File: src/verilog/supply_irq_pkg.sv
package supply_irq_pkg;
   // register indices; byte address is four times the index
   localparam logic [7:0] IDX_INT_STATUS_TWO = 8'h1a;
   localparam logic [7:0] IDX_UV_STATUS = 8'h1c;
   localparam logic [7:0] IDX_CMP_STATUS = 8'h1f;
   localparam logic [7:0] IDX_INT_STATUS_TWO_MASK = 8'h22;
   localparam logic [7:0] IDX_UV_MASK = 8'h24;
   localparam logic [7:0] IDX_CMP_MASK = 8'h27;
   localparam logic [7:0] ADDR_INT_STATUS_TWO = {IDX_INT_STATUS_TWO[5:0], 2'b00};
   localparam logic [7:0] ADDR_UV_STATUS = {IDX_UV_STATUS[5:0], 2'b00};
   localparam logic [7:0] ADDR_CMP_STATUS = {IDX_CMP_STATUS[5:0], 2'b00};
   localparam logic [7:0] ADDR_INT_STATUS_TWO_MASK = {IDX_INT_STATUS_TWO_MASK[5:0], 2'b00};
   localparam logic [7:0] ADDR_UV_MASK = {IDX_UV_MASK[5:0], 2'b00};
   localparam logic [7:0] ADDR_CMP_MASK = {IDX_CMP_MASK[5:0], 2'b00};

   // field positions
   localparam int LDO_FLAG_LSB = 8;
   localparam int LDO_FLAG_MSB = 11;
   localparam int BUCK_FLAG_LSB = 0;
   localparam int BUCK_FLAG_MSB = 3;
   localparam int UV_MASK_MSB = 11;
   localparam int SINK_FLAG_BIT = 13;
   localparam int BATT_FLAG_BIT = 13;
   localparam int WALL_FLAG_BIT = 14;
   localparam int USB_FLAG_BIT = 15;

   // reset values
   localparam logic [11:0] UV_MASK_RST = 12'h000;
   localparam logic SINK_MASK_RST = 1'b0;
   localparam logic [2:0] EXT_MASK_RST = 3'h0;
   localparam logic [31:0] DATA_ZERO = 32'h0000_0000;

   // bus answer states, one-hot
   typedef enum logic [1:0] {
      BUS_TAKE = 2'b01,
      BUS_ANSWER = 2'b10
   } bus_state_t;
endpackage

File: src/verilog/supply_fault_irq.sv
// Chosen here: register access over Avalon-MM.
`timescale 1ns/100ps
// Summary of operation
// - Four LDO undervoltage flags sit at bits 11:8 of the undervoltage status, LDO4 high, each set on a rising edge.
// - Four buck undervoltage flags sit at bits 3:0 of the undervoltage status, converter 4 high, set on rising edges.
// - Undervoltage mask bits 11:0 block their flags from the group interrupt when 1 and reset to 0.
// - Reading a status register clears the flags that it holds.
// - The LED sink flag at bit 13 of status two sets on a rising edge of the loss of drain regulation.
// - Mask bit 13 of the status two mask blocks the sink flag from the sink group interrupt and resets to 0.
// - The comparator status holds usb change at bit 15, wall change at bit 14 and battery change at bit 13.
// - Each supply change flag sets on both rising and falling edges of its feedback signal.
// - Comparator mask bits 15:13 block the supply change flags from the external interrupt and reset to 0.
// - A masked flag is still captured and held.
// - A group interrupt is high while any flag of the group is set and not masked.
module supply_fault_irq (
   // clock and reset
   input wire logic i_clk,
   input wire logic i_reset_n,
   // avalon-mm slave
   input wire logic [7:0] i_avs_address,
   input wire logic i_avs_read,
   input wire logic i_avs_write,
   input wire logic [31:0] i_avs_writedata,
   output logic [31:0] o_avs_readdata,
   output logic o_avs_waitrequest,
   // monitored conditions, bit 3 is regulator 4
   input wire logic [3:0] i_ldo_undervolt,
   input wire logic [3:0] i_buck_undervolt,
   input wire logic i_led_sink_unregulated,
   input wire logic i_usb_supply_feedback,
   input wire logic i_wall_supply_feedback,
   input wire logic i_battery_supply_feedback,
   // group interrupts to first level
   output logic o_undervoltage_group_irq,
   output logic o_current_sink_group_irq,
   output logic o_external_supply_group_irq
);

   // condition vector: [11:8] ldo, [7:4] buck, [3] sink, [2] usb, [1] wall, [0] battery
   logic [11:0] cond_s1_r;
   logic [11:0] cond_s2_r;
   logic [11:0] cond_s3_r;
   logic [11:0] cond_ev;

   always_ff @(posedge i_clk or negedge i_reset_n) begin
      if (!i_reset_n) begin
         cond_s1_r <= 12'h000;
         cond_s2_r <= 12'h000;
         cond_s3_r <= 12'h000;
      end else begin
         cond_s1_r <= {i_ldo_undervolt, i_buck_undervolt, i_led_sink_unregulated,
                       i_usb_supply_feedback, i_wall_supply_feedback, i_battery_supply_feedback};
         cond_s2_r <= cond_s1_r;
         cond_s3_r <= cond_s2_r;
      end
   end

   // rising edges for regulator and sink
   assign cond_ev[11:3] = cond_s2_r[11:3] & ~cond_s3_r[11:3];
   assign cond_ev[2:0] = cond_s2_r[2:0] ^ cond_s3_r[2:0];

   // flag events placed in register layout
   logic [3:0] ldo_ev;
   logic [3:0] buck_ev;
   logic sink_ev;
   logic [2:0] ext_ev;
   assign ldo_ev = cond_ev[11:8];
   assign buck_ev = cond_ev[7:4];
   assign sink_ev = cond_ev[3];
   assign ext_ev = cond_ev[2:0];

   // bus state
   supply_irq_pkg::bus_state_t state_r;
   logic wait_r;
   logic [31:0] rdata_r;
   logic req;
   logic commit;
   logic take;
   assign req = i_avs_read | i_avs_write;
   assign take = req && (state_r == supply_irq_pkg::BUS_TAKE);
   assign commit = req && (state_r == supply_irq_pkg::BUS_ANSWER);

   // address decode
   logic sel_sts2;
   logic sel_uv;
   logic sel_cmp;
   logic sel_sts2_m;
   logic sel_uv_m;
   logic sel_cmp_m;
   assign sel_sts2 = i_avs_address == supply_irq_pkg::ADDR_INT_STATUS_TWO;
   assign sel_uv = i_avs_address == supply_irq_pkg::ADDR_UV_STATUS;
   assign sel_cmp = i_avs_address == supply_irq_pkg::ADDR_CMP_STATUS;
   assign sel_sts2_m = i_avs_address == supply_irq_pkg::ADDR_INT_STATUS_TWO_MASK;
   assign sel_uv_m = i_avs_address == supply_irq_pkg::ADDR_UV_MASK;
   assign sel_cmp_m = i_avs_address == supply_irq_pkg::ADDR_CMP_MASK;

   // status and mask registers
   logic [3:0] ldo_flag_r;
   logic [3:0] buck_flag_r;
   logic sink_flag_r;
   logic [2:0] ext_flag_r;
   logic [11:0] uv_mask_r;
   logic sink_mask_r;
   logic [2:0] ext_mask_r;

   // read view of each register
   logic [15:0] uv_view;
   logic [15:0] sts2_view;
   logic [15:0] cmp_view;
   logic [15:0] sts2_m_view;
   logic [15:0] uv_m_view;
   logic [15:0] cmp_m_view;
   logic [15:0] rd_mux;
   assign uv_view = {4'h0, ldo_flag_r, 4'h0, buck_flag_r};
   assign sts2_view = {2'b00, sink_flag_r, 13'h0000};
   assign cmp_view = {ext_flag_r, 13'h0000};
   assign sts2_m_view = {2'b00, sink_mask_r, 13'h0000};
   assign uv_m_view = {4'h0, uv_mask_r};
   assign cmp_m_view = {ext_mask_r, 13'h0000};
   assign rd_mux = sel_uv ? uv_view :
                   sel_sts2 ? sts2_view :
                   sel_cmp ? cmp_view :
                   sel_sts2_m ? sts2_m_view :
                   sel_uv_m ? uv_m_view :
                   sel_cmp_m ? cmp_m_view : 16'h0000;

   // bus handshake: take, answer one cycle later
   always_ff @(posedge i_clk or negedge i_reset_n) begin
      if (!i_reset_n) begin
         state_r <= supply_irq_pkg::BUS_TAKE;
         wait_r <= 1'b1;
         rdata_r <= supply_irq_pkg::DATA_ZERO;
      end else if (take) begin
         state_r <= supply_irq_pkg::BUS_ANSWER;
         wait_r <= 1'b0;
         rdata_r <= {16'h0000, rd_mux};
      end else begin
         state_r <= supply_irq_pkg::BUS_TAKE;
         wait_r <= 1'b1;
      end
   end

   assign o_avs_waitrequest = wait_r;
   assign o_avs_readdata = rdata_r;

   // clear only the bits already returned to software
   logic rd_commit;
   logic wr_commit;
   logic [3:0] ldo_clr;
   logic [3:0] buck_clr;
   logic sink_clr;
   logic [2:0] ext_clr;
   assign rd_commit = commit && i_avs_read;
   assign wr_commit = commit && i_avs_write;
   assign ldo_clr = (rd_commit && sel_uv) ? rdata_r[11:8] : 4'h0;
   assign buck_clr = (rd_commit && sel_uv) ? rdata_r[3:0] : 4'h0;
   assign sink_clr = rd_commit && sel_sts2 && rdata_r[supply_irq_pkg::SINK_FLAG_BIT];
   assign ext_clr = (rd_commit && sel_cmp) ? rdata_r[15:13] : 3'h0;

   // set wins over clear; capture regardless of mask
   logic [3:0] ldo_flag_nxt;
   logic [3:0] buck_flag_nxt;
   logic sink_flag_nxt;
   logic [2:0] ext_flag_nxt;
   assign ldo_flag_nxt = (ldo_flag_r & ~ldo_clr) | ldo_ev;
   assign buck_flag_nxt = (buck_flag_r & ~buck_clr) | buck_ev;
   assign sink_flag_nxt = (sink_flag_r & ~sink_clr) | sink_ev;
   assign ext_flag_nxt = (ext_flag_r & ~ext_clr) | ext_ev;

   logic [11:0] uv_mask_nxt;
   logic sink_mask_nxt;
   logic [2:0] ext_mask_nxt;
   assign uv_mask_nxt = (wr_commit && sel_uv_m) ? i_avs_writedata[supply_irq_pkg::UV_MASK_MSB:0] : uv_mask_r;
   assign sink_mask_nxt = (wr_commit && sel_sts2_m) ? i_avs_writedata[supply_irq_pkg::SINK_FLAG_BIT] : sink_mask_r;
   assign ext_mask_nxt = (wr_commit && sel_cmp_m) ? i_avs_writedata[15:13] : ext_mask_r;

   logic uv_irq_nxt;
   logic sink_irq_nxt;
   logic ext_irq_nxt;
   assign uv_irq_nxt = |({ldo_flag_nxt, 4'h0, buck_flag_nxt} & ~uv_mask_nxt);
   assign sink_irq_nxt = sink_flag_nxt & ~sink_mask_nxt;
   assign ext_irq_nxt = |(ext_flag_nxt & ~ext_mask_nxt);

   logic uv_irq_r;
   logic sink_irq_r;
   logic ext_irq_r;

   // flag, mask and interrupt registers
   always_ff @(posedge i_clk or negedge i_reset_n) begin
      if (!i_reset_n) begin
         ldo_flag_r <= 4'h0;
         buck_flag_r <= 4'h0;
         sink_flag_r <= 1'b0;
         ext_flag_r <= 3'h0;
         uv_mask_r <= supply_irq_pkg::UV_MASK_RST;
         sink_mask_r <= supply_irq_pkg::SINK_MASK_RST;
         ext_mask_r <= supply_irq_pkg::EXT_MASK_RST;
         uv_irq_r <= 1'b0;
         sink_irq_r <= 1'b0;
         ext_irq_r <= 1'b0;
      end else begin
         ldo_flag_r <= ldo_flag_nxt;
         buck_flag_r <= buck_flag_nxt;
         sink_flag_r <= sink_flag_nxt;
         ext_flag_r <= ext_flag_nxt;
         uv_mask_r <= uv_mask_nxt;
         sink_mask_r <= sink_mask_nxt;
         ext_mask_r <= ext_mask_nxt;
         uv_irq_r <= uv_irq_nxt;
         sink_irq_r <= sink_irq_nxt;
         ext_irq_r <= ext_irq_nxt;
      end
   end

   assign o_undervoltage_group_irq = uv_irq_r;
   assign o_current_sink_group_irq = sink_irq_r;
   assign o_external_supply_group_irq = ext_irq_r;
endmodule

File: config.mk
export PLATFORM = sky130hd
export DESIGN_NAME = supply_fault_irq
export DESIGN_NICKNAME = d
export VERILOG_FILES = /design/src/verilog/supply_irq_pkg.sv /design/src/verilog/supply_fault_irq.sv
export SDC_FILE = /design/constraint.sdc
export NUM_CORES = 1
export LEC_CHECK = 0
export ABC_AREA = 1
export BUFFER_PORTS_ARGS = -buffer_cell sky130_fd_sc_hd__buf_2
export CAP_MARGIN = 10
export CORE_MARGIN = 2
export CORE_UTILIZATION = 56
export CTS_CLUSTER_SIZE = 25
export DETAILED_ROUTE_END_ITERATION = 8
export GPL_ROUTABILITY_DRIVEN = 0
export PLACE_DENSITY = 0.84
export RECOVER_POWER = 50
export SYNTH_ARGS = -nofsm -noshare
export SYNTH_HDL_FRONTEND = slang
export SYNTH_SLANG_ARGS = --single-unit
File: constraint.sdc
create_clock -name i_clk -period 3.9 [get_ports i_clk]
set_input_delay 0.39 -clock i_clk [delete_from_list [all_inputs] [get_ports i_clk]]
set_output_delay 0.39 -clock i_clk [all_outputs]
set_load 0.005 [all_outputs]
==> results of run 1 <==
## kinds of logic after synthesis
kind of cell | share of synthesized area (%)
simple gates | 21.52
flops | 61.42
buf+inv | 10.34
compound gates | 5.846
xor+xnor | 0.7674
other cells | 0.1095
## worst paths after layout
kind                                              from                                    end  slack, ns
worst max-delay path              state_r[0]$_DFF_PN1_     o_undervoltage_group_irq$_DFF_PN0_       1.80
worst min-delay path            i_led_sink_unregulated                 cond_s1_r[3]$_DFF_PN0_       0.14
worst max register to register    state_r[0]$_DFF_PN1_     o_undervoltage_group_irq$_DFF_PN0_       1.80
worst min register to register  cond_s1_r[2]$_DFF_PN0_                 cond_s2_r[2]$_DFF_PN0_       0.35
max in group asynchronous                    i_reset_n                 cond_s2_r[8]$_DFF_PN0_       2.14
min in group asynchronous                    i_reset_n  o_external_supply_group_irq$_DFF_PN0_       0.61
## cells in the mapped netlist (2+ instances only)
| library cell | n | area [um2] |
|---|---|---|
| buf_2 | 2 | 10.01 |
| xnor2_1 | 3 | 26.28 |
| dfrtp_1 | 83 | 2077 |
| a31oi_1 | 4 | 25.02 |
| nand4_1 | 2 | 12.51 |
| o21ai_2 | 6 | 52.55 |
| nand3_2 | 2 | 20.02 |
| buf_4 | 18 | 135.1 |
| nand3_1 | 20 | 100.1 |
| nand2_1 | 96 | 360.4 |
| nor2_2 | 2 | 12.51 |
| o31ai_1 | 4 | 30.03 |
| nor3_2 | 2 | 20.02 |
| nand2_2 | 9 | 56.30 |
| nand2_4 | 3 | 33.78 |
| inv_1 | 44 | 165.2 |
| nor2_1 | 11 | 41.29 |
| nor2_8 | 2 | 40.04 |
| inv_2 | 3 | 11.26 |
| o21ai_0 | 17 | 85.08 |
## stage by stage
stage               worst slack (ns)  util, %  power [mW]  hold slack [ns]
floorplan                      2.408        -       1.108          0.09441
global placement               1.873    62.53       1.191           0.3314
detailed placement             1.844    62.53       1.204           0.3347
CTS                            1.813    65.96       1.811           0.1295
global route                   1.620    65.91       1.883           0.1287
finish                         1.801    65.91       1.799           0.1428
## cells in the final DEF, fill, tap and decap left out, types with 2 or more instances in the layout
cell and instances:
nand2_1 96, dfrtp_1 83, buf_2 56, inv_1 44, nand3_1 20, o21ai_0 17
conb_1 17, nor2_1 11, clkbuf_8 10, nand2_2 9, o21ai_2 6, a31oi_1 4
o31ai_1 4, nand2_4 3, inv_2 3, xnor2_1 3, clkinvlp_4 3, nor2_2 2
nor2_8 2, nor3_2 2, nand3_2 2, nand4_1 2
## metal layers
metal,global-route usage (%),wire [um],up-vias
li1,-,-,1151
met3,3.152,326,13
met5,0,0,-
met2,32.58,2994,78
met4,11.33,161,0
met1,25.89,2503,1083
## where the power goes
part	internal, mW	total [mW]	switching, mW
clock network	0.314	0.614	0.299
logic	0.0746	0.222	0.147
registers	0.930	0.964	0.0332
## registers in the layout (all words and copies together), names as in the netlist, 2 cells and up, named ones only
name and count:
cond_s3_r 12, cond_s2_r 12, o_avs_readdata 15, ext_mask_r 3
ext_flag_r 3, uv_mask_r 8, cond_s1_r 12, buck_flag_r 4
state_r 2, ldo_flag_r 4
## cell type report
| type | instances | area [um2] |
|---|---|---|
| well taps | 75 | 93.84 |
| clock buffers | 11 | 141.4 |
| inverters | 48 | 182.7 |
| clock inverters | 5 | 61.31 |
| repair buffers | 58 | 292.8 |
| multi-input cells | 205 | 1027 |
| flip-flops and latches | 84 | 2103 |
| fillers | 464 | 2018 |
==> impl_metrics.env, run 1 <==
export IMPL_ys_seq_area_share_pct=61.42
export IMPL_die_x_um=82.20
export IMPL_path_buf_inv=1
export IMPL_dpl_cell_area_um2=3702
export IMPL_grt_overflow=0
export IMPL_setup_viol=0
export IMPL_setup_tns_final_ns=0
export IMPL_cts_tree="done"
export IMPL_drv_slew=85
export IMPL_start_kind="flop"
export IMPL_io_pin_count=92
export IMPL_clock_path_buffers=2
export IMPL_path_clk_slew_ns=0.08
export IMPL_syn_inst=343
export IMPL_rows=28
export IMPL_final_cell_area_um2=3902
export IMPL_wl_um=5985
export IMPL_cpMostUsedCell="nand2_1"
export IMPL_ys_ff_latch=84
export IMPL_r2r_worst_path_cells=10
export IMPL_cpLargestDelayFamily="simple AND/OR/NAND/NOR gates"
export IMPL_tightest_slew_ns=1.979
export IMPL_p_leak_nw=2.030
export IMPL_syn_area_per_cell_um2=9.984
export IMPL_path_cells="inv_1, nand2_1, nor2_1, nand3_1, nand2_1, nand2_1, nand2_1, nand2_1, nor2_1, nand2_1"
export IMPL_vias=2325
export IMPL_wl_per_cell_um=12.31
export IMPL_p_per_area_nw_per_um2=460.9
export IMPL_post_route_period_util_pct=53.83
export IMPL_vdd_drop_max_v=0.0003032
export IMPL_critPathRequiredTime_ns=4.13
export IMPL_diodes=0
export IMPL_viasPerCell=4.784
export IMPL_worstPathArrival_ns=2.33
export IMPL_violations="capacitance limit, slew limit"
export IMPL_final_hold_viol_count=0
export IMPL_synth_cell_area_um2=3425
export IMPL_finalNonFillerCells=486
export IMPL_maxCapViolations=1
export IMPL_numClockSinks=84
export IMPL_slew_headroom_pct=-31.94
export IMPL_areaGrowthSynthToFinish_pct=13.96
export IMPL_grt_max_degree=85
export IMPL_core_area_um2=5921
export IMPL_die_h_um=82.20
export IMPL_critPathMaxFanout=12
export IMPL_synth_enable_flop_cells=0
export IMPL_layout_min_cycle_time_ns=2.099
export IMPL_synthFlopType="dfrtp_1"
export IMPL_dieArea_um2=6757
export IMPL_cpMaxStageDelayCell="nor2_1"
export IMPL_grt_antenna_before_repair=0
export IMPL_cts_root_buf="clkbuf_8"
export IMPL_htree_levels=3
export IMPL_grt_total_usage_pct=20.10
export IMPL_fmax_ghz=0.4763
export IMPL_rsz0062_at_grt="false"
export IMPL_dpl_hpwl_um=4131
export IMPL_drt_initial_drc_count=267
export IMPL_clock_latency_ns=0.35
export IMPL_synth_cell_types=30
export IMPL_ys_warn_count=0
export IMPL_cts_buffers=9
export IMPL_grt_pass1_vias=2229
export IMPL_cp_slowest_stage_delay_ns=0.76
export IMPL_antenna_left=0
export IMPL_finalClockSkew_ns=0.01040
export IMPL_grt_pass1_wl_um=9936
export IMPL_hold_path_class="primary input to flop"
export IMPL_ctsResizeCount=0
export IMPL_drive_gt1_share_pct=26.03
export IMPL_cts_setup_buffers=0
export IMPL_layout_nets=462
export IMPL_run_status="finished with violations"
export IMPL_synthArstFlopShare_pct=100.0
export IMPL_hold_depth=1
export IMPL_endpoint_kind="flop"
export IMPL_crit_cells=10
export IMPL_drc=0
export IMPL_drt_first_pass_iters=4
export IMPL_start_util_pct=57.84
export IMPL_crit_type="flop to flop"
export IMPL_holdBufCountCts=0
export IMPL_dpl_cell_count=470
export IMPL_portBuffers=57
No activity file was read; power rests on OpenSTA's default activity.
==> run 2: changes to the inputs <==
--- a/config.mk
+++ b/config.mk
@@ -9,11 +9,11 @@
 export BUFFER_PORTS_ARGS = -buffer_cell sky130_fd_sc_hd__buf_2
 export CAP_MARGIN = 10
 export CORE_MARGIN = 2
-export CORE_UTILIZATION = 56
+export CORE_UTILIZATION = 47
 export CTS_CLUSTER_SIZE = 25
 export DETAILED_ROUTE_END_ITERATION = 8
 export GPL_ROUTABILITY_DRIVEN = 0
-export PLACE_DENSITY = 0.84
+export PLACE_DENSITY = 0.75
 export RECOVER_POWER = 50
 export SYNTH_ARGS = -nofsm -noshare
 export SYNTH_HDL_FRONTEND = slang
==> constraint.sdc (replaced) <==
create_clock -name i_clk -period 1.7 [get_ports i_clk]
set_input_delay 0.17 -clock i_clk [delete_from_list [all_inputs] [get_ports i_clk]]
set_output_delay 0.17 -clock i_clk [all_outputs]
set_load 0.005 [all_outputs]
==> run 2 against run 1 <==
Against the previous run: the flow now finishes without violations; final cell count increased by 8.6%; core utilization decreased by 8.3 points; combinational power increased by 150%; clock skew decreased by 0.0026 ns; worst hold slack got worse by 0.11 ns; largest cell class unchanged; die area increased by 18%; sequential power increased by 130%; count of clock-buffer cells in the layout increased by 1; fmax increased by 32%; highest routed layer unchanged; non-clock buffer count increased by 20; setup slack got worse by 1.7 ns.
==> impl_metrics.env, run 2 (synthesized netlist as in run 1, its figures left out) <==
export IMPL_internal_power_mw=3.074
export IMPL_p_leak_nw=2.132
export IMPL_grt_pass1_vias=2250
export IMPL_share_seq_of_total_power_pct=53.7
export IMPL_swShare_pct=25.40
export IMPL_endpoint_kind="flop"
export IMPL_r2r_start="state_r[0]$_DFF_PN1_"
export IMPL_critPathMaxFanout=9
export IMPL_die_x_um=89.36
export IMPL_path_cells="inv_1, nand3_1, inv_1, nand3_4, buf_12, o21ai_2, nand2_1, nand2_1, nor2_1, nand2_1"
export IMPL_crit_type="flop to flop"
export IMPL_clock_path_buffers=2
export IMPL_grt_overflow=0
export IMPL_numClockSinks=84
export IMPL_io_pin_count=92
export IMPL_drt_initial_drc_count=176
export IMPL_grt_total_usage_pct=17.37
export IMPL_drv_slew=0
export IMPL_met3_length_um=295
export IMPL_top_layer_used="met4"
export IMPL_cp_slowest_stage_delay_ns=0.53
export IMPL_diodes=0
export IMPL_setup_tns_final_ns=0
export IMPL_wl_per_cell_um=11.90
export IMPL_n_fill_cell=646
export IMPL_p_switching_mw=1.047
export IMPL_tightest_slew_ns=0.9297
export IMPL_drive_gt1_share_pct=26.11
export IMPL_die_h_um=89.36
export IMPL_finalWorstSetupSlack_ns=0.1145
export IMPL_p_per_area_nw_per_um2=1001
export IMPL_rsz0062_at_grt="false"
export IMPL_ctsResizeCount=0
export IMPL_setup_viol=0
export IMPL_clock_latency_ns=0.34
export IMPL_start_kind="flop"
export IMPL_finalClockSkew_ns=0.007817
export IMPL_grt_pass1_wl_um=10140
export IMPL_layout_min_cycle_time_ns=1.586
export IMPL_mostFrequentLayoutCells="96 x nand2_1, 83 x dfrtp_1, 57 x buf_2"
export IMPL_grt_antenna_before_repair=0
export IMPL_cts_setup_buffers=0
export IMPL_slew_headroom_pct=38.02
export IMPL_dpl_hpwl_um=4432
export IMPL_hold_path_class="primary input to flop"
export IMPL_routed_wl_met2_um=3069
export IMPL_start_util_pct=47.98
export IMPL_worstPathArrival_ns=1.81
export IMPL_drt_first_pass_iters=4
export IMPL_met1_length_um=2788
export IMPL_portBuffers=57
export IMPL_layout_nets=482
export IMPL_run_status="finished, final reports clean"
export IMPL_dieArea_um2=7985
export IMPL_areaGrowthSynthToFinish_pct=20.17
export IMPL_post_route_period_util_pct=93.27
export IMPL_cts_root_buf="clkbuf_8"
export IMPL_cts_buffers=9
export IMPL_cp_startpoint="state_r[0]$_DFF_PN1_"
export IMPL_critPathRequiredTime_ns=1.93
export IMPL_p_comb_share_pct=13.2
export IMPL_cpMostUsedCell="nand2_1"
export IMPL_path_clk_slew_ns=0.07
export IMPL_final_common_cell="nand2_1"
export IMPL_drc=0
export IMPL_viasPerCell=4.506
export IMPL_min_from="i_avs_writedata[7]"
export IMPL_post_place_ws_ns=0.1365
export IMPL_largest_register_ffs=15
export IMPL_final_hold_viol_count=0
export IMPL_vias=2379
export IMPL_wl_um=6283
export IMPL_vdd_drop_max_v=0.0007108
export IMPL_fmax_ghz=0.6307
export IMPL_p_clk_share_pct=33.2
export IMPL_cpMaxStageDelayCell="dfstp_2"
export IMPL_core_area_um2=7137
export IMPL_antenna_left=0
export IMPL_grt_max_degree=44
export IMPL_cts_tree="done"
export IMPL_maxCapViolations=0
export IMPL_rows=31
export IMPL_htree_levels=3
run 2: final cells by class:
class / count / area, um2 / area share, %
Multi-Input combinational cell: 205 / 1027 / 24.96
Clock inverter: 2 / 35.03 / 0.8513
Tap cell: 99 / 123.9 / 3.010
Clock buffer: 12 / 155.1 / 3.770
Sequential cell: 84 / 2103 / 51.11
Inverter: 48 / 182.7 / 4.439
Timing Repair Buffer: 78 / 488.0 / 11.86
run 2: worst paths after layout:
kind,to,slack [ns],depth (start not counted)
worst max-delay path,o_undervoltage_group_irq$_DFF_PN0_,0.11,10
worst min-delay path,flop,0.03,3
worst max register to register,o_undervoltage_group_irq$_DFF_PN0_,0.11,10
worst min register to register,cond_s2_r[9]$_DFF_PN0_,0.35,0
max in group asynchronous,uv_mask_r[8]$_DFF_PN0_,0.26,3
min in group asynchronous,o_avs_readdata[7]$_DFFE_PN0P_,0.25,2
run 2: timing repair:
action / 4_1_cts / 5_1_grt
endpoints found under the setup margin: 0 / 0
endpoints found under the hold margin: 32 / 0
hold buffers: 13 / 0
run 2: per-layer routing:
metal | track usage, % | vias up
met5 | 0 | -
met1 | 21.77 | 1124
li1 | - | 1189
met3 | 3.970 | 9
met2 | 28.28 | 57
met4 | 8.955 | 0
run 2: power groups by stage:
stage                     Clock (mW)  Sequential [mW]  Combinational (mW)
after floorplan                    0             2.25               0.297
after global placement             0             2.24               0.511
after detailed placement           0             2.25               0.527
after CTS                       1.41             2.21               0.552
after global routing            1.50             2.23               0.613
final                           1.37             2.21               0.544
run 2: per-stage QoR:
stage / utilization [%] / power (mW) / area [um2] / hold WS (ns) / cells
after global routing: 57.66 / 4.343 / 4115 / 0.02989 / 528
after floorplan: - / 2.543 / 3485 / -0.1256 / 359
final: 57.66 / 4.121 / 4115 / 0.03355 / 528
after CTS: 57.87 / 4.178 / 4130 / 0.02069 / 528
after global placement: 53.38 / 2.755 / 3810 / 0.07456 / 501
after detailed placement: 53.38 / 2.780 / 3810 / 0.07745 / 501
run 2: critical path: cells and delay by family (launching register included):
kind	cells	cell delay, ns
buffers and inverters	3	0.32
AOI/OAI and AO/OA	1	0.06
DFF	1	0.53
and+or+nand+nor	6	0.58
==> run 3: changes to the inputs <==
--- a/config.mk
+++ b/config.mk
@@ -5,11 +5,10 @@
 export SDC_FILE = /design/constraint.sdc
 export NUM_CORES = 1
 export LEC_CHECK = 0
-export ABC_AREA = 1
 export BUFFER_PORTS_ARGS = -buffer_cell sky130_fd_sc_hd__buf_2
 export CAP_MARGIN = 10
 export CORE_MARGIN = 2
-export CORE_UTILIZATION = 47
+export CORE_UTILIZATION = 46
 export CTS_CLUSTER_SIZE = 25
 export DETAILED_ROUTE_END_ITERATION = 8
 export GPL_ROUTABILITY_DRIVEN = 0
==> run 3 against run 2 <==
Against the previous run: die area decreased by 3.8%; the flow now finishes with violations (setup timing); synthesized area decreased by 6.0%; cell area increased by 3.1%; core utilization increased by 4.8 points; first-iteration DRC count increased by 5.1%; critical endpoint unchanged; power increased by 4.3%; critical path depth decreased by 3; worst hold slack improved by 0.0079 ns; non-clock buffer count increased by 30; global-route usage increased by 1.3 points; routed wire length increased by 4.0%; setup slack got worse by 0.29 ns.
==> impl_metrics.env, run 3 <==
export IMPL_ys_warn_count=0
export IMPL_critPathRequiredTime_ns=1.94
export IMPL_grt_antenna_before_repair=0
export IMPL_areaGrowthSynthToFinish_pct=31.84
export IMPL_cpMaxStageDelayCell="or4_1"
export IMPL_cts_buffers=9
export IMPL_crit_type="flop to flop"
export IMPL_syn_inst=254
export IMPL_critPathMaxFanout=8
export IMPL_mostFrequentLayoutCells="83 x dfrtp_1, 56 x buf_2, 33 x buf_4"
export IMPL_antenna_left=0
export IMPL_use_met1_pct=26.49
export IMPL_path_cells="and3b_1, buf_6, buf_4, nand4_1, a21oi_2, o22ai_2, or4_1"
export IMPL_core_area_um2=6794
export IMPL_portBuffers=57
export IMPL_start_util_pct=47.37
export IMPL_rows=30
export IMPL_dieArea_um2=7681
export IMPL_busiest_layer="met2"
export IMPL_run_status="finished with violations"
export IMPL_p_per_area_nw_per_um2=1013
export IMPL_maxCapViolations=0
export IMPL_syn_area_per_cell_um2=12.67
export IMPL_synthArstFlopShare_pct=100.0
export IMPL_netlist_area_leader_share_pct=64.54
export IMPL_fin_hold_ws_ns=0.04142
export IMPL_finalWorstSetupSlack_ns=-0.1723
export IMPL_viasPerCell=4.796
export IMPL_cp_slowest_stage_delay_ns=0.52
export IMPL_drc=0
export IMPL_post_route_period_util_pct=110.1
export IMPL_clock_latency_ns=0.36
export IMPL_drv_slew=0
export IMPL_synth_top_cells_by_count="83 x dfrtp_1, 23 x nand2_1, 18 x inv_1"
export IMPL_io_pin_count=92
export IMPL_final_common_cell="dfrtp_1"
export IMPL_die_h_um=87.64
export IMPL_synth_cell_types=43
export IMPL_violations="setup timing"
export IMPL_vias=2235
export IMPL_slew_headroom_pct=41.86
export IMPL_drive_gt1_share_pct=36.49
export IMPL_rsz0062_at_grt="true"
export IMPL_dpl_hpwl_um=4561
export IMPL_ys_ff_latch=84
export IMPL_finalNonFillerCells=466
export IMPL_layout_min_cycle_time_ns=1.872
export IMPL_grt_total_usage_pct=18.71
export IMPL_final_hold_viol_count=0
export IMPL_synth_enable_flop_cells=0
export IMPL_htree_levels=3
export IMPL_yosys_area_top_type="dfrtp_1"
export IMPL_tightest_slew_ns=0.8722
export IMPL_largest_register_ffs=15
export IMPL_layout_nets=421
export IMPL_wl_per_cell_um=14.03
export IMPL_grt_pass1_vias=2207
export IMPL_p_leak_nw=2.025
export IMPL_yosysMostFrequentCell="dfrtp_1"
export IMPL_grt_use_met2_pct=28.24
export IMPL_synth_cell_area_um2=3218
export IMPL_synthFlopType="dfrtp_1"
export IMPL_die_x_um=87.64
export IMPL_ys_seq_area_share_pct=65.36
export IMPL_start_kind="flop"
export IMPL_grt_use_met3_pct=5.090
export IMPL_clock_path_buffers=2
export IMPL_synth_area_top_cells="dfrtp_1 65%, mux2_2 4.2%, buf_4 4.0%, a22oi_1 3.0%, nand2_1 2.7%"
export IMPL_vdd_drop_max_v=0.0005047
export IMPL_grt_pass1_wl_um=10810
export IMPL_cts_tree="done"
export IMPL_dpl_cell_count=437
export IMPL_drt_initial_drc_count=185
export IMPL_worstPathArrival_ns=2.11
export IMPL_diodes=0
export IMPL_setup_viol=1
export IMPL_hold_depth=2
export IMPL_hold_path_class="primary input to flop"
export IMPL_fmax_ghz=0.5341
export IMPL_cts_root_buf="clkbuf_8"
export IMPL_numClockSinks=84
export IMPL_finalClockSkew_ns=0.01401
export IMPL_grt_overflow=0
export IMPL_drt_first_pass_iters=4
export IMPL_r2r_worst_path_cells=7
export IMPL_endpoint_kind="flop"
export IMPL_grt_max_degree=39
export IMPL_wl_um=6536
export IMPL_path_clk_slew_ns=0.09
-- run 3: cell count changes in the layout (fill, tap and decap cells not counted), moves of 7 or more --
cell / change
nand3_1: -20
mux2_2: +10
a22oi_1: +13
nand2_1: -73
nor2_1: -7
inv_1: -26
nand2_2: -9
nand4_1: +7
buf_4: +26
-- run 3: stage by stage --
stage | area (um2) | TNS [ns] | total power [mW] | utilization (%) | setup WS (ns)
after floorplan | 3278 | -0.3141 | 2.359 | - | -0.2625
after global placement | 3835 | -1.420 | 2.568 | 56.45 | -0.3911
after detailed placement | 3835 | -1.711 | 2.580 | 56.45 | -0.4504
after CTS | 4245 | -0.1667 | 4.345 | 62.49 | -0.1667
after global routing | 4243 | -0.3003 | 4.489 | 62.45 | -0.2398
final | 4243 | -0.1723 | 4.298 | 62.45 | -0.1723
-- run 3: final timing paths --
check,from,endpoint,slack [ns]
setup / recovery,state_r[0]$_DFF_PN1_,o_undervoltage_group_irq$_DFF_PN0_,-0.17
min in group asynchronous,i_reset_n,ext_mask_r[0]$_DFF_PN0_,0.46
max in group asynchronous,i_reset_n,o_avs_readdata[0]$_DFFE_PN0P_,0.26
hold reg to reg,cond_s1_r[9]$_DFF_PN0_,cond_s2_r[9]$_DFF_PN0_,0.35
hold / removal,i_avs_writedata[6],flop,0.04
setup reg to reg,state_r[0]$_DFF_PN1_,o_undervoltage_group_irq$_DFF_PN0_,-0.17
-- run 3: logic make-up after synthesis --
| group | after synthesis | synth area share, % |
|---|---|---|
| AO/OA/AOI/OAI | 47 | 9.526 |
| multiplexers | 16 | 5.910 |
| buffers and inverters | 42 | 7.115 |
| AND/OR/NAND/NOR | 61 | 11.16 |
| other | 1 | 0.1165 |
| XOR/XNOR | 3 | 0.8166 |
| flip-flops | 84 | 65.36 |
-- run 3: report_power, final --
group	total (mW)	switching, mW	leakage [nW]	internal, mW
sequential	2.12	0.0403	1.01	2.08
clock	1.73	0.741	0.122	0.988
combinational	0.447	0.254	0.897	0.193
total	4.30	1.04	2.02	3.26
-- run 3: final cells by class --
type | instances | area [um2]
Clock buffer | 9 | 123.9
Fill cell | 554 | 2551
Clock inverter | 7 | 122.6
Inverter | 18 | 67.56
Sequential cell | 84 | 2103
Timing Repair Buffer | 108 | 716.9
Tap cell | 96 | 120.1
Multi-Input combinational cell | 144 | 988.4
-- run 3: critical path, delay by kind of cell (launching register included) --
kind	cells	cell delay, ns
buf+inv	2	0.27
simple gates	3	0.84
flops	1	0.38
compound gates	2	0.26
-- run 3: what timing repair did --
item                                   in CTS  in global routing
setup endpoints to repair                   2                  2
hold buffers                               13                  0
pin swaps                                   3                  0
endpoints found under the hold margin      46                  0
buffers inserted                            1                  0
resized for setup                           7                  3
-- run 3: layer usage --
metal | share of wire [%] | vias up | wire length [um]
met5 | 0 | - | 0
met4 | 1.1 | 0 | 74
met3 | 5.4 | 6 | 352
li1 | - | 1067 | -
met1 | 45 | 1089 | 2969
met2 | 48 | 73 | 3138
